[src/hw/csr_pkg.sv]
/*
  Constants, register map and carriers for the core special register block.
  Assumes an APB master on a single 250 MHz clock with active-low asynchronous reset.
*/
//
// Function
// - The program counter loads zero at reset so the first fetch is from address zero.
// - Multiply takes both operands as 8-bit unsigned, product low byte to the main operand, high byte to the second.
// - Divide leaves the quotient in the main operand register and the remainder in the second operand register.
// - The stack pointer resets to 07h and is incremented before each push so the first byte lands at 08h.
// - RAM addresses 08h to 1Fh hold working banks 1 to 3, overlapping the default stack region.
// - The carry flag, bit 7, reports carry out of or borrow into the top bit of add and subtract.
// - The half carry flag, bit 6, reports carry out of or borrow into bit 3.
// - Status bits 4 and 3 select which 8-byte bank R0 to R7 map onto.
// - The parity flag, bit 0, always equals the odd parity of the main operand register.
// - The 16-bit data pointer is built from a low byte at 82h and a high byte at 83h.
package csr_pkg;
  // ==========================================================================
  // Register map, as word indexes: the byte address on the bus is four times the index.
  localparam logic [7:0] CSR_OFF_SP = 8'h81;
  localparam logic [7:0] CSR_OFF_DPL = 8'h82;
  localparam logic [7:0] CSR_OFF_DPH = 8'h83;
  localparam logic [7:0] CSR_OFF_PSW = 8'hd0;
  localparam logic [7:0] CSR_OFF_ACC = 8'he0;
  localparam logic [7:0] CSR_OFF_B = 8'hf0;
  localparam logic [7:0] CSR_OFF_PCL = 8'h10;
  localparam logic [7:0] CSR_OFF_PCH = 8'h14;
  localparam logic [7:0] CSR_OFF_OP = 8'h18;
  localparam logic [7:0] CSR_OFF_BANK = 8'h1c;
  // ==========================================================================
  // Reset values
  localparam logic [7:0] CSR_RST_SP = 8'h07;
  localparam logic [7:0] CSR_RST_BYTE = 8'h00;
  localparam logic [15:0] CSR_RST_PC = 16'h0000;
  // ==========================================================================
  // Status word fields
  localparam int CSR_BIT_CY = 7;
  localparam int CSR_BIT_AC = 6;
  localparam int CSR_BIT_F0 = 5;
  localparam int CSR_BIT_RS1 = 4;
  localparam int CSR_BIT_RS0 = 3;
  localparam int CSR_BIT_OV = 2;
  localparam int CSR_BIT_F1 = 1;
  localparam int CSR_BIT_P = 0;
  localparam logic [7:0] CSR_PSW_WMASK = 8'hfe;
  // ==========================================================================
  // Operation codes written to the operation register
  typedef enum logic [7:0] {
    CSR_OP_NONE = 8'h00,
    CSR_OP_ADD = 8'h01,
    CSR_OP_ADDC = 8'h02,
    CSR_OP_SUBB = 8'h03,
    CSR_OP_MUL = 8'h04,
    CSR_OP_DIV = 8'h05,
    CSR_OP_PUSH = 8'h06,
    CSR_OP_POP = 8'h07,
    CSR_OP_INCDP = 8'h08
  } csr_op_t;
  typedef struct packed {
    logic [7:0] quot;
    logic [7:0] rem;
    logic by_zero;
  } csr_div_t;
endpackage

[src/hw/csr_divider.sv]
/*
  Combinational 8-bit unsigned restoring divider.
  Flags division by zero itself in by_zero; quotient and remainder are then all ones and the dividend.
*/
module csr_divider (
  input wire logic [7:0] dividend,
  input wire logic [7:0] divisor,
  output csr_pkg::csr_div_t result
);
  logic [8:0] part [0:8];
  logic [7:0] q;
  // ==========================================================================
  // Long division, one bit per stage
  assign part[0] = 9'h000;
  for (genvar i = 0; i < 8; i++) begin : g_stage
    logic [8:0] trial;
    assign trial = {part[i][7:0], dividend[7 - i]};
    assign q[7 - i] = (trial >= {1'b0, divisor});
    assign part[i + 1] = q[7 - i] ? (trial - {1'b0, divisor}) : trial;
  end
  assign result.quot = q;
  assign result.rem = part[8][7:0];
  assign result.by_zero = (divisor == 8'h00);
endmodule

[src/hw/csr_core_regs.sv]
/*
  Core special registers behind an APB slave, with a small arithmetic engine that
  updates the operand registers and status flags as the instruction datapath would.
  Assumes an APB master on pclk; every access completes with no wait state.
*/
// Chosen here: the APB interface to the registers.
module csr_core_regs (
  input wire logic pclk,
  input wire logic presetn,
  input wire logic psel,
  input wire logic penable,
  input wire logic pwrite,
  input wire logic [11:0] paddr,
  input wire logic [31:0] pwdata,
  input wire logic [3:0] pstrb,
  output logic [31:0] prdata,
  output logic pready,
  output logic pslverr,
  output logic [15:0] program_counter,
  output logic [15:0] data_pointer_16,
  output logic [7:0] bank_base
);
  logic [7:0] stack_top_pointer, next_stack_top_pointer;
  logic [7:0] data_pointer_low, next_data_pointer_low;
  logic [7:0] data_pointer_high, next_data_pointer_high;
  logic [7:0] psw_q, next_psw_q;
  logic [7:0] main_operand_reg, next_main_operand_reg;
  logic [7:0] second_operand_reg, next_second_operand_reg;
  logic [15:0] next_program_counter;
  logic [31:0] next_prdata;
  logic [7:0] program_status_word;
  logic wr_en, rd_en, hit, wr_lane0;
  logic [7:0] wbyte;
  logic [8:0] sum9;
  logic [4:0] half5;
  logic [7:0] sum_signed_a, sum_signed_b;
  logic [15:0] product;
  logic cin;
  csr_pkg::csr_div_t div_res;
  csr_pkg::csr_op_t op;

  // ==========================================================================
  // APB decode
  logic [7:0] idx;
  logic aligned;
  assign wr_en = psel && penable && pwrite;
  assign rd_en = psel && !penable && !pwrite;
  assign wr_lane0 = pstrb[0];
  assign wbyte = pwdata[7:0];
  assign pready = 1'b1;
  assign op = csr_pkg::csr_op_t'(wbyte);
  // Each register owns one aligned word, so the index sits in address bits 9:2.
  assign idx = paddr[9:2];
  assign aligned = paddr[11:10] == 2'b00 && paddr[1:0] == 2'b00;
  always_comb begin
    case (idx)
      csr_pkg::CSR_OFF_SP, csr_pkg::CSR_OFF_DPL, csr_pkg::CSR_OFF_DPH, csr_pkg::CSR_OFF_PSW,
      csr_pkg::CSR_OFF_ACC, csr_pkg::CSR_OFF_B, csr_pkg::CSR_OFF_PCL, csr_pkg::CSR_OFF_PCH,
      csr_pkg::CSR_OFF_OP, csr_pkg::CSR_OFF_BANK: hit = aligned;
      default: hit = 1'b0;
    endcase
  end
  assign pslverr = psel && penable && !hit;

  // ==========================================================================
  // Flag helpers
  // Parity is derived, never stored, so it can never disagree with the operand.
  assign program_status_word = {psw_q[7:1], ^main_operand_reg};
  assign cin = (op == csr_pkg::CSR_OP_ADDC || op == csr_pkg::CSR_OP_SUBB) ? psw_q[csr_pkg::CSR_BIT_CY] : 1'b0;
  assign sum_signed_a = main_operand_reg;
  assign sum_signed_b = (op == csr_pkg::CSR_OP_SUBB) ? ~second_operand_reg : second_operand_reg;
  always_comb begin
    if (op == csr_pkg::CSR_OP_SUBB) begin
      sum9 = {1'b0, main_operand_reg} - {1'b0, second_operand_reg} - {8'h00, cin};
      half5 = {1'b0, main_operand_reg[3:0]} - {1'b0, second_operand_reg[3:0]} - {4'h0, cin};
    end else begin
      sum9 = {1'b0, main_operand_reg} + {1'b0, second_operand_reg} + {8'h00, cin};
      half5 = {1'b0, main_operand_reg[3:0]} + {1'b0, second_operand_reg[3:0]} + {4'h0, cin};
    end
  end
  assign product = main_operand_reg * second_operand_reg;
  csr_divider u_div (
    .dividend(main_operand_reg),
    .divisor(second_operand_reg),
    .result(div_res)
  );

  // ==========================================================================
  // Register next state
  always_comb begin
    next_stack_top_pointer = stack_top_pointer;
    next_data_pointer_low = data_pointer_low;
    next_data_pointer_high = data_pointer_high;
    next_psw_q = psw_q;
    next_main_operand_reg = main_operand_reg;
    next_second_operand_reg = second_operand_reg;
    next_program_counter = program_counter;
    if (wr_en && wr_lane0 && aligned) begin
      case (idx)
        csr_pkg::CSR_OFF_SP: next_stack_top_pointer = wbyte;
        csr_pkg::CSR_OFF_PSW: next_psw_q = wbyte & csr_pkg::CSR_PSW_WMASK;
        csr_pkg::CSR_OFF_ACC: next_main_operand_reg = wbyte;
        csr_pkg::CSR_OFF_B: next_second_operand_reg = wbyte;
        csr_pkg::CSR_OFF_PCL: next_program_counter = {program_counter[15:8], wbyte};
        csr_pkg::CSR_OFF_PCH: next_program_counter = {wbyte, program_counter[7:0]};
        csr_pkg::CSR_OFF_OP: begin
          case (op)
            csr_pkg::CSR_OP_ADD, csr_pkg::CSR_OP_ADDC, csr_pkg::CSR_OP_SUBB: begin
              next_main_operand_reg = sum9[7:0];
              next_psw_q[csr_pkg::CSR_BIT_CY] = sum9[8];
              next_psw_q[csr_pkg::CSR_BIT_AC] = half5[4];
              next_psw_q[csr_pkg::CSR_BIT_OV] = (sum_signed_a[7] == sum_signed_b[7]) &&
                (sum9[7] != sum_signed_a[7]);
            end
            csr_pkg::CSR_OP_MUL: begin
              next_main_operand_reg = product[7:0];
              next_second_operand_reg = product[15:8];
              next_psw_q[csr_pkg::CSR_BIT_CY] = 1'b0;
              next_psw_q[csr_pkg::CSR_BIT_OV] = (product[15:8] != 8'h00);
            end
            csr_pkg::CSR_OP_DIV: begin
              next_psw_q[csr_pkg::CSR_BIT_CY] = 1'b0;
              next_psw_q[csr_pkg::CSR_BIT_OV] = div_res.by_zero;
              if (!div_res.by_zero) begin
                next_main_operand_reg = div_res.quot;
                next_second_operand_reg = div_res.rem;
              end
            end
            // Pre-increment keeps the pointer on the last byte written.
            csr_pkg::CSR_OP_PUSH: next_stack_top_pointer = stack_top_pointer + 8'h01;
            csr_pkg::CSR_OP_POP: next_stack_top_pointer = stack_top_pointer - 8'h01;
            csr_pkg::CSR_OP_INCDP: {next_data_pointer_high, next_data_pointer_low} = data_pointer_16 + 16'h0001;
            csr_pkg::CSR_OP_NONE: next_program_counter = program_counter;
            default: next_program_counter = program_counter;
          endcase
        end
        default: begin
          if (idx == csr_pkg::CSR_OFF_DPL) next_data_pointer_low = wbyte;
          if (idx == csr_pkg::CSR_OFF_DPH) next_data_pointer_high = wbyte;
        end
      endcase
    end
  end

  always_comb begin
    next_prdata = prdata;
    if (rd_en) begin
      case ({aligned, idx})
        {1'b1, csr_pkg::CSR_OFF_SP}: next_prdata = {24'h000000, stack_top_pointer};
        {1'b1, csr_pkg::CSR_OFF_DPL}: next_prdata = {24'h000000, data_pointer_low};
        {1'b1, csr_pkg::CSR_OFF_DPH}: next_prdata = {24'h000000, data_pointer_high};
        {1'b1, csr_pkg::CSR_OFF_PSW}: next_prdata = {24'h000000, program_status_word};
        {1'b1, csr_pkg::CSR_OFF_ACC}: next_prdata = {24'h000000, main_operand_reg};
        {1'b1, csr_pkg::CSR_OFF_B}: next_prdata = {24'h000000, second_operand_reg};
        {1'b1, csr_pkg::CSR_OFF_PCL}: next_prdata = {24'h000000, program_counter[7:0]};
        {1'b1, csr_pkg::CSR_OFF_PCH}: next_prdata = {24'h000000, program_counter[15:8]};
        {1'b1, csr_pkg::CSR_OFF_BANK}: next_prdata = {24'h000000, bank_base};
        default: next_prdata = 32'h00000000;
      endcase
    end
  end

  always_ff @(posedge pclk or negedge presetn) begin
    if (!presetn) begin
      stack_top_pointer <= csr_pkg::CSR_RST_SP;
      data_pointer_low <= csr_pkg::CSR_RST_BYTE;
      data_pointer_high <= csr_pkg::CSR_RST_BYTE;
      psw_q <= csr_pkg::CSR_RST_BYTE;
      main_operand_reg <= csr_pkg::CSR_RST_BYTE;
      second_operand_reg <= csr_pkg::CSR_RST_BYTE;
      program_counter <= csr_pkg::CSR_RST_PC;
      prdata <= 32'h00000000;
    end else begin
      stack_top_pointer <= next_stack_top_pointer;
      data_pointer_low <= next_data_pointer_low;
      data_pointer_high <= next_data_pointer_high;
      psw_q <= next_psw_q;
      main_operand_reg <= next_main_operand_reg;
      second_operand_reg <= next_second_operand_reg;
      program_counter <= next_program_counter;
      prdata <= next_prdata;
    end
  end

  // ==========================================================================
  // Derived outputs
  assign data_pointer_16 = {data_pointer_high, data_pointer_low};
  // Banks 1 to 3 sit at 08h..1Fh, the same bytes the default stack grows into.
  assign bank_base = {3'b000, psw_q[csr_pkg::CSR_BIT_RS1], psw_q[csr_pkg::CSR_BIT_RS0], 3'b000};

  // ==========================================================================
  // Checks
  logic op_wr;
  assign op_wr = wr_en && pstrb[0] && paddr == {2'b00, csr_pkg::CSR_OFF_OP, 2'b00};
  AST_PC_RESET: assert property (@(posedge pclk) $rose(presetn) |-> program_counter == 16'h0000)
    else $error("program counter not zero after reset");
  AST_MUL: assert property (@(posedge pclk) disable iff (!presetn)
    op_wr && op == csr_pkg::CSR_OP_MUL |=> {second_operand_reg, main_operand_reg} ==
    $past(main_operand_reg) * $past(second_operand_reg))
    else $error("multiply result wrong");
  AST_DIV: assert property (@(posedge pclk) disable iff (!presetn)
    op_wr && op == csr_pkg::CSR_OP_DIV && second_operand_reg != 8'h00 |=>
    main_operand_reg * $past(second_operand_reg) + second_operand_reg == 16'($past(main_operand_reg)))
    else $error("divide result wrong");
  AST_PUSH: assert property (@(posedge pclk) disable iff (!presetn)
    op_wr && op == csr_pkg::CSR_OP_PUSH |=> stack_top_pointer == $past(stack_top_pointer) + 8'h01)
    else $error("push did not pre-increment");
  AST_BANK: assert property (@(posedge pclk) disable iff (!presetn)
    bank_base == {3'b000, program_status_word[4:3], 3'b000} && bank_base <= 8'h18)
    else $error("bank base mismatch");
  AST_PARITY: assert property (@(posedge pclk) disable iff (!presetn)
    program_status_word[0] == ^main_operand_reg)
    else $error("parity flag wrong");
  AST_CARRY: assert property (@(posedge pclk) disable iff (!presetn)
    op_wr && op == csr_pkg::CSR_OP_ADD |=>
    psw_q[7] == (9'($past(main_operand_reg)) + 9'($past(second_operand_reg)) > 9'h0ff))
    else $error("carry flag wrong");
  AST_HALF: assert property (@(posedge pclk) disable iff (!presetn)
    op_wr && op == csr_pkg::CSR_OP_ADD |=>
    psw_q[6] == (5'($past(main_operand_reg[3:0])) + 5'($past(second_operand_reg[3:0])) > 5'h0f))
    else $error("half carry flag wrong");
  AST_DIVZ: assert property (@(posedge pclk) disable iff (!presetn)
    op_wr && op == csr_pkg::CSR_OP_DIV && second_operand_reg == 8'h00 |=> psw_q[2] && $stable(main_operand_reg))
    else $error("divide by zero not flagged");
  AST_DATA_POINTER_16: assert property (@(posedge pclk) disable iff (!presetn)
    op_wr && op == csr_pkg::CSR_OP_INCDP |=> data_pointer_16 == $past(data_pointer_16) + 16'h0001)
    else $error("data pointer increment wrong");
  AST_PSW_WR: assert property (@(posedge pclk) disable iff (!presetn)
    wr_en && pstrb[0] && paddr == {2'b00, csr_pkg::CSR_OFF_PSW, 2'b00} |=> psw_q[7:1] == $past(pwdata[7:1]))
    else $error("status word write lost");
endmodule

[config.mk]
export PLATFORM = sky130hd
export DESIGN_NAME = csr_core_regs
export DESIGN_NICKNAME = d
export VERILOG_FILES = /design/src/hw/csr_pkg.sv /design/src/hw/csr_divider.sv /design/src/hw/csr_core_regs.sv
export SDC_FILE = /design/constraint.sdc
export NUM_CORES = 1
export LEC_CHECK = 0
export BUFFER_PORTS_ARGS = -buffer_cell sky130_fd_sc_hd__buf_2
export CORE_MARGIN = 8
export CORE_UTILIZATION = 40
export CTS_CLUSTER_SIZE = 40
export DETAILED_ROUTE_END_ITERATION = 6
export PLACE_DENSITY = 0.65
export SKIP_LAST_GASP = 1
export SYNTH_ARGS = -nofsm -noshare
export SYNTH_HDL_FRONTEND = slang
export SYNTH_SLANG_ARGS = --single-unit
export TNS_END_PERCENT = 1
[constraint.sdc]
create_clock -name pclk -period 34.1 [get_ports pclk]
set_input_delay 1.705 -clock pclk [delete_from_list [all_inputs] [get_ports pclk]]
set_output_delay 1.705 -clock pclk [all_outputs]
set_load 0.03 [all_outputs]
==> results by group <==
Finish
  – Most frequent cells in the layout: nand2_1 (136), ha_1 (130), inv_1 (125)
  – Fraction of layout cells with a size suffix above 1: 0.1270
  – Fillers: 2,690
  – Register area: 1780 um2
  – Max reg flops: 16
  – Final cell utilization of the core: 0.4344
  – Nets: 1,580
  – Area Overhead vs Synth: 7.720%
  – Ant. Diodes: 0
  – Most flops, register: program_counter
  – Commonest non-fill, non-tap cell in the layout: nand2_1
  – Area occupied by multi-input gates: 8194 um2

Floorplan
  – Io pins: 127
  – CORE AREA: 26,730 um2
  – Die extent in x: 180.2 um
  – Initial Util: 0.4033
  – Die area: 32,450 um2
  – Chip height: 180.2 um
  – Site Rows: 60

Yosys
  – Mapped Area: 10,780 um2
  – Synth Area in Compound Gates: 0.2101
  – Post-synthesis instance total: 1,306
  – Post-Synth XOR/XNOR Area: 0.05526
  – Average cell area after synthesis: 8.253 um2
  – Post-synthesis register bit count: 71
  – Largest family of logic cells by synthesized area: adder cells
  – Synth unique cells: 86
  – Ys flop type: dfrtp_1
  – Synth Area in Adders: 0.2401
  – Yosys Warn Count: 0
  – EDFF count, synth: 0
  – Register area share after synthesis: 0.1652
  – Simple-gate share of the synthesized area: 0.1648
  – FFs w/ async S/R, synth: 1.000
  – Post-synthesis mux area share: 0.07894

Critical path
  – CP max stage delay: 720 ps
  – Setup crit end kind: flop
  – Critical path's slowest cell: dfrtp_1
  – CP Launch Type: flop
  – Most frequent cell on the critical path: o21ai_0
  – CP required: 34,340 ps
  – Worst Path Max Fanout: 16
  – WP data arrival: 19,190 ps
  – Crit Path Class: reg2reg

Clock tree
  – Post-CTS Hold Buffers: 0
  – Worst skew pair latency: 350 ps
  – CTS sink cnt: 71
  – Root buffer cell: clkbuf_16
  – Max Buffers Root-to-Sink: 2
  – H-Tree Depth: 3
  – CTS tree: built
  – Post-CTS Resized: 0
  – Clock Pin Slew Worst Setup and Hold Paths: 70 ps
  – Buffer count from post-CTS setup fixing: 0
  – Number of CTS-inserted buffers: 9

Routing
  – DRT Pass-1 Iters: 6
  – Total number of vias: 9,705
  – Post-DRT Antenna Nets: 0
  – Total Wirelength: 32,280 um
  – Vias per cell: 5.726
  – WL per Instance: 19.05 um
  – DRC Markers: 0
  – 1st-iter DRT viols: 678

Run
  – # Max-Cap Violations: 0

Timing
  – RSZ-0062 raised after global routing: no
  – Slew @ Worst Pin: 1147 ps
  – Post-route clock skew: 10.38 ps
  – Pins Over Slew Limit: 0
  – Endpoints failing hold: 0
  – Final setup TNS: 0 ps
  – Final Setup Violations: 0
  – Min setup slack post-route: 15,150 ps
  – Relative slew slack: 0.2356
  – Final hold slack: 473.0 ps
  – Min Clock Period, post-route: 18,950 ps
  – Part of the cycle the worst path needs: 0.5558
  – Fmax: 0.05276 GHz

Placed design
  – Placer congestion estimate: 0.9037
  – Pre-CTS setup slack: 15,420 ps
  – IO Port Bufs: 68
  – HPWL after detailed placement: 24,570 um

Global routing
  – Largest net degree at the start of global routing: 72
  – GRT Overall Usage: 0.1962
  – Grt ovf: 0
  – Initial antenna violation count: 0
  – First-pass GRT wire length: 51,870 um
  – Number of global-route vias before repair: 9,397

Power and ir drop
  – Switch Pwr: 192.9 uW
  – Power per Cell Area: 38.45 nW/um2
  – VDD IR max: 36.70 uV
  – Leak: 5.659 nW
  – Clk pwr share: 0.234
  – Comb pwr share: 0.576
  – Internal power contribution: 253.5 uW
  – Seq pwr share: 0.190
  – Sw frac: 0.4322

Min path
  – Worst min path class: reg2reg

Outcome
  – Status: complete, no violations
==> cell type report <==
| type | count | area share |
|---|---|---|
| Multi-Input combinational cell | 1063 | 0.7058 |
| Sequential cell | 71 | 0.1534 |
| Inverter | 127 | 0.04106 |
| Tap cell | 341 | 0.03675 |
| Timing Repair Buffer | 77 | 0.03535 |
| Clock buffer | 10 | 0.01972 |
| Clock inverter | 6 | 0.007975 |
==> routing by layer <==
layer	vias to the layer above	track usage	routed length, um
met1	4678	0.2607	14640
li1	4658	-	-
met2	319	0.3153	14530
met5	-	0	0
met3	50	0.04315	2317
met4	0	0.05655	793
==> Yosys cell counts, types with 4 or more instances <==
| cell | number | area, um2 |
|---|---|---|
| a211oi_1 | 7 | 52.55 |
| a21boi_0 | 10 | 75.07 |
| a21o_1 | 17 | 127.6 |
| a21oi_1 | 76 | 380.4 |
| a221o_1 | 7 | 70.07 |
| a221oi_1 | 7 | 61.31 |
| a222oi_1 | 6 | 60.06 |
| a22o_1 | 7 | 61.31 |
| a22oi_1 | 8 | 60.06 |
| a31oi_1 | 12 | 75.07 |
| a41oi_1 | 4 | 35.03 |
| and2_1 | 6 | 37.54 |
| buf_4 | 34 | 255.2 |
| buf_6 | 4 | 45.04 |
| clkbuf_1 | 33 | 123.9 |
| dfrtp_1 | 68 | 1702 |
| fa_1 | 48 | 960.9 |
| ha_1 | 130 | 1627 |
| inv_1 | 125 | 469.2 |
| mux2_2 | 52 | 585.6 |
| mux2_4 | 5 | 75.07 |
| mux2i_1 | 19 | 190.2 |
| nand2_1 | 136 | 510.5 |
| nand2b_1 | 13 | 81.33 |
| nand3_1 | 20 | 100.1 |
| nand4_1 | 17 | 106.4 |
| nor2_1 | 100 | 375.4 |
| nor2b_1 | 25 | 156.4 |
| nor3_1 | 16 | 80.08 |
| nor3b_1 | 5 | 37.54 |
| nor4_1 | 9 | 56.30 |
| o211ai_1 | 14 | 105.1 |
| o21a_1 | 8 | 60.06 |
| o21ai_0 | 80 | 400.4 |
| o21ai_1 | 5 | 25.02 |
| o21bai_1 | 11 | 82.58 |
| o221ai_1 | 6 | 52.55 |
| o22ai_1 | 6 | 37.54 |
| o31ai_1 | 7 | 52.55 |
| or4_1 | 7 | 52.55 |
| xnor2_1 | 52 | 455.4 |
| xor2_1 | 16 | 140.1 |
==> worst max-delay path, delay by kind of cell (launching register included) <==
family / cells / cell delay (ps)
AOI/OAI and AO/OA: 38 / 8950
adders and majority gates: 9 / 2340
buffers and inverters: 8 / 1110
DFF: 1 / 720
muxes: 9 / 3200
and+or+nand+nor: 12 / 2520
==> cell families (layout without fill, tap and decap cells) <==
logic type      count (synthesis)  after routing
other cells                     2             31
fa+ha+maj                     178            178
mux                            76             76
simple gates                  375            375
flops                          71             71
xor+xnor                       68             68
compound gates                335            335
buf+inv                       201            220
==> stage by stage <==
step                      instances  power (mW)  instance area (um2)
after global placement         1679      0.3329                11290
after global routing           1695      0.4747                11610
after floorplan                1335      0.2920                10890
final                          1695      0.4464                11610
after CTS                      1695      0.4454                11610
after detailed placement       1679      0.3396                11290
==> power by group through the flow <==
stage | combinational [mW] | clock, mW | sequential [mW]
CTS | 0.255 | 0.106 | 0.0846
floorplan | 0.206 | 0 | 0.0861
global placement | 0.247 | 0 | 0.0861
global route | 0.281 | 0.109 | 0.0846
finish | 0.257 | 0.105 | 0.0846
detailed placement | 0.253 | 0 | 0.0861
==> path summary, 6_finish.rpt <==
check | slack, ps | from | endpoint | cells after the start
worst max-delay path | 15150 | main_operand_reg[7] | main_operand_reg[0] | 76
worst min-delay path | 470 | prdata[5] | prdata[5] | 2
worst max register to register | 15150 | main_operand_reg[7] | main_operand_reg[0] | 76
worst min register to register | 470 | prdata[5] | prdata[5] | 2
max in group asynchronous | 31980 | presetn | program_counter[9] | 1
min in group asynchronous | 1500 | presetn | data_pointer_low[3] | 1
Power figures use the tool's default switching activity.
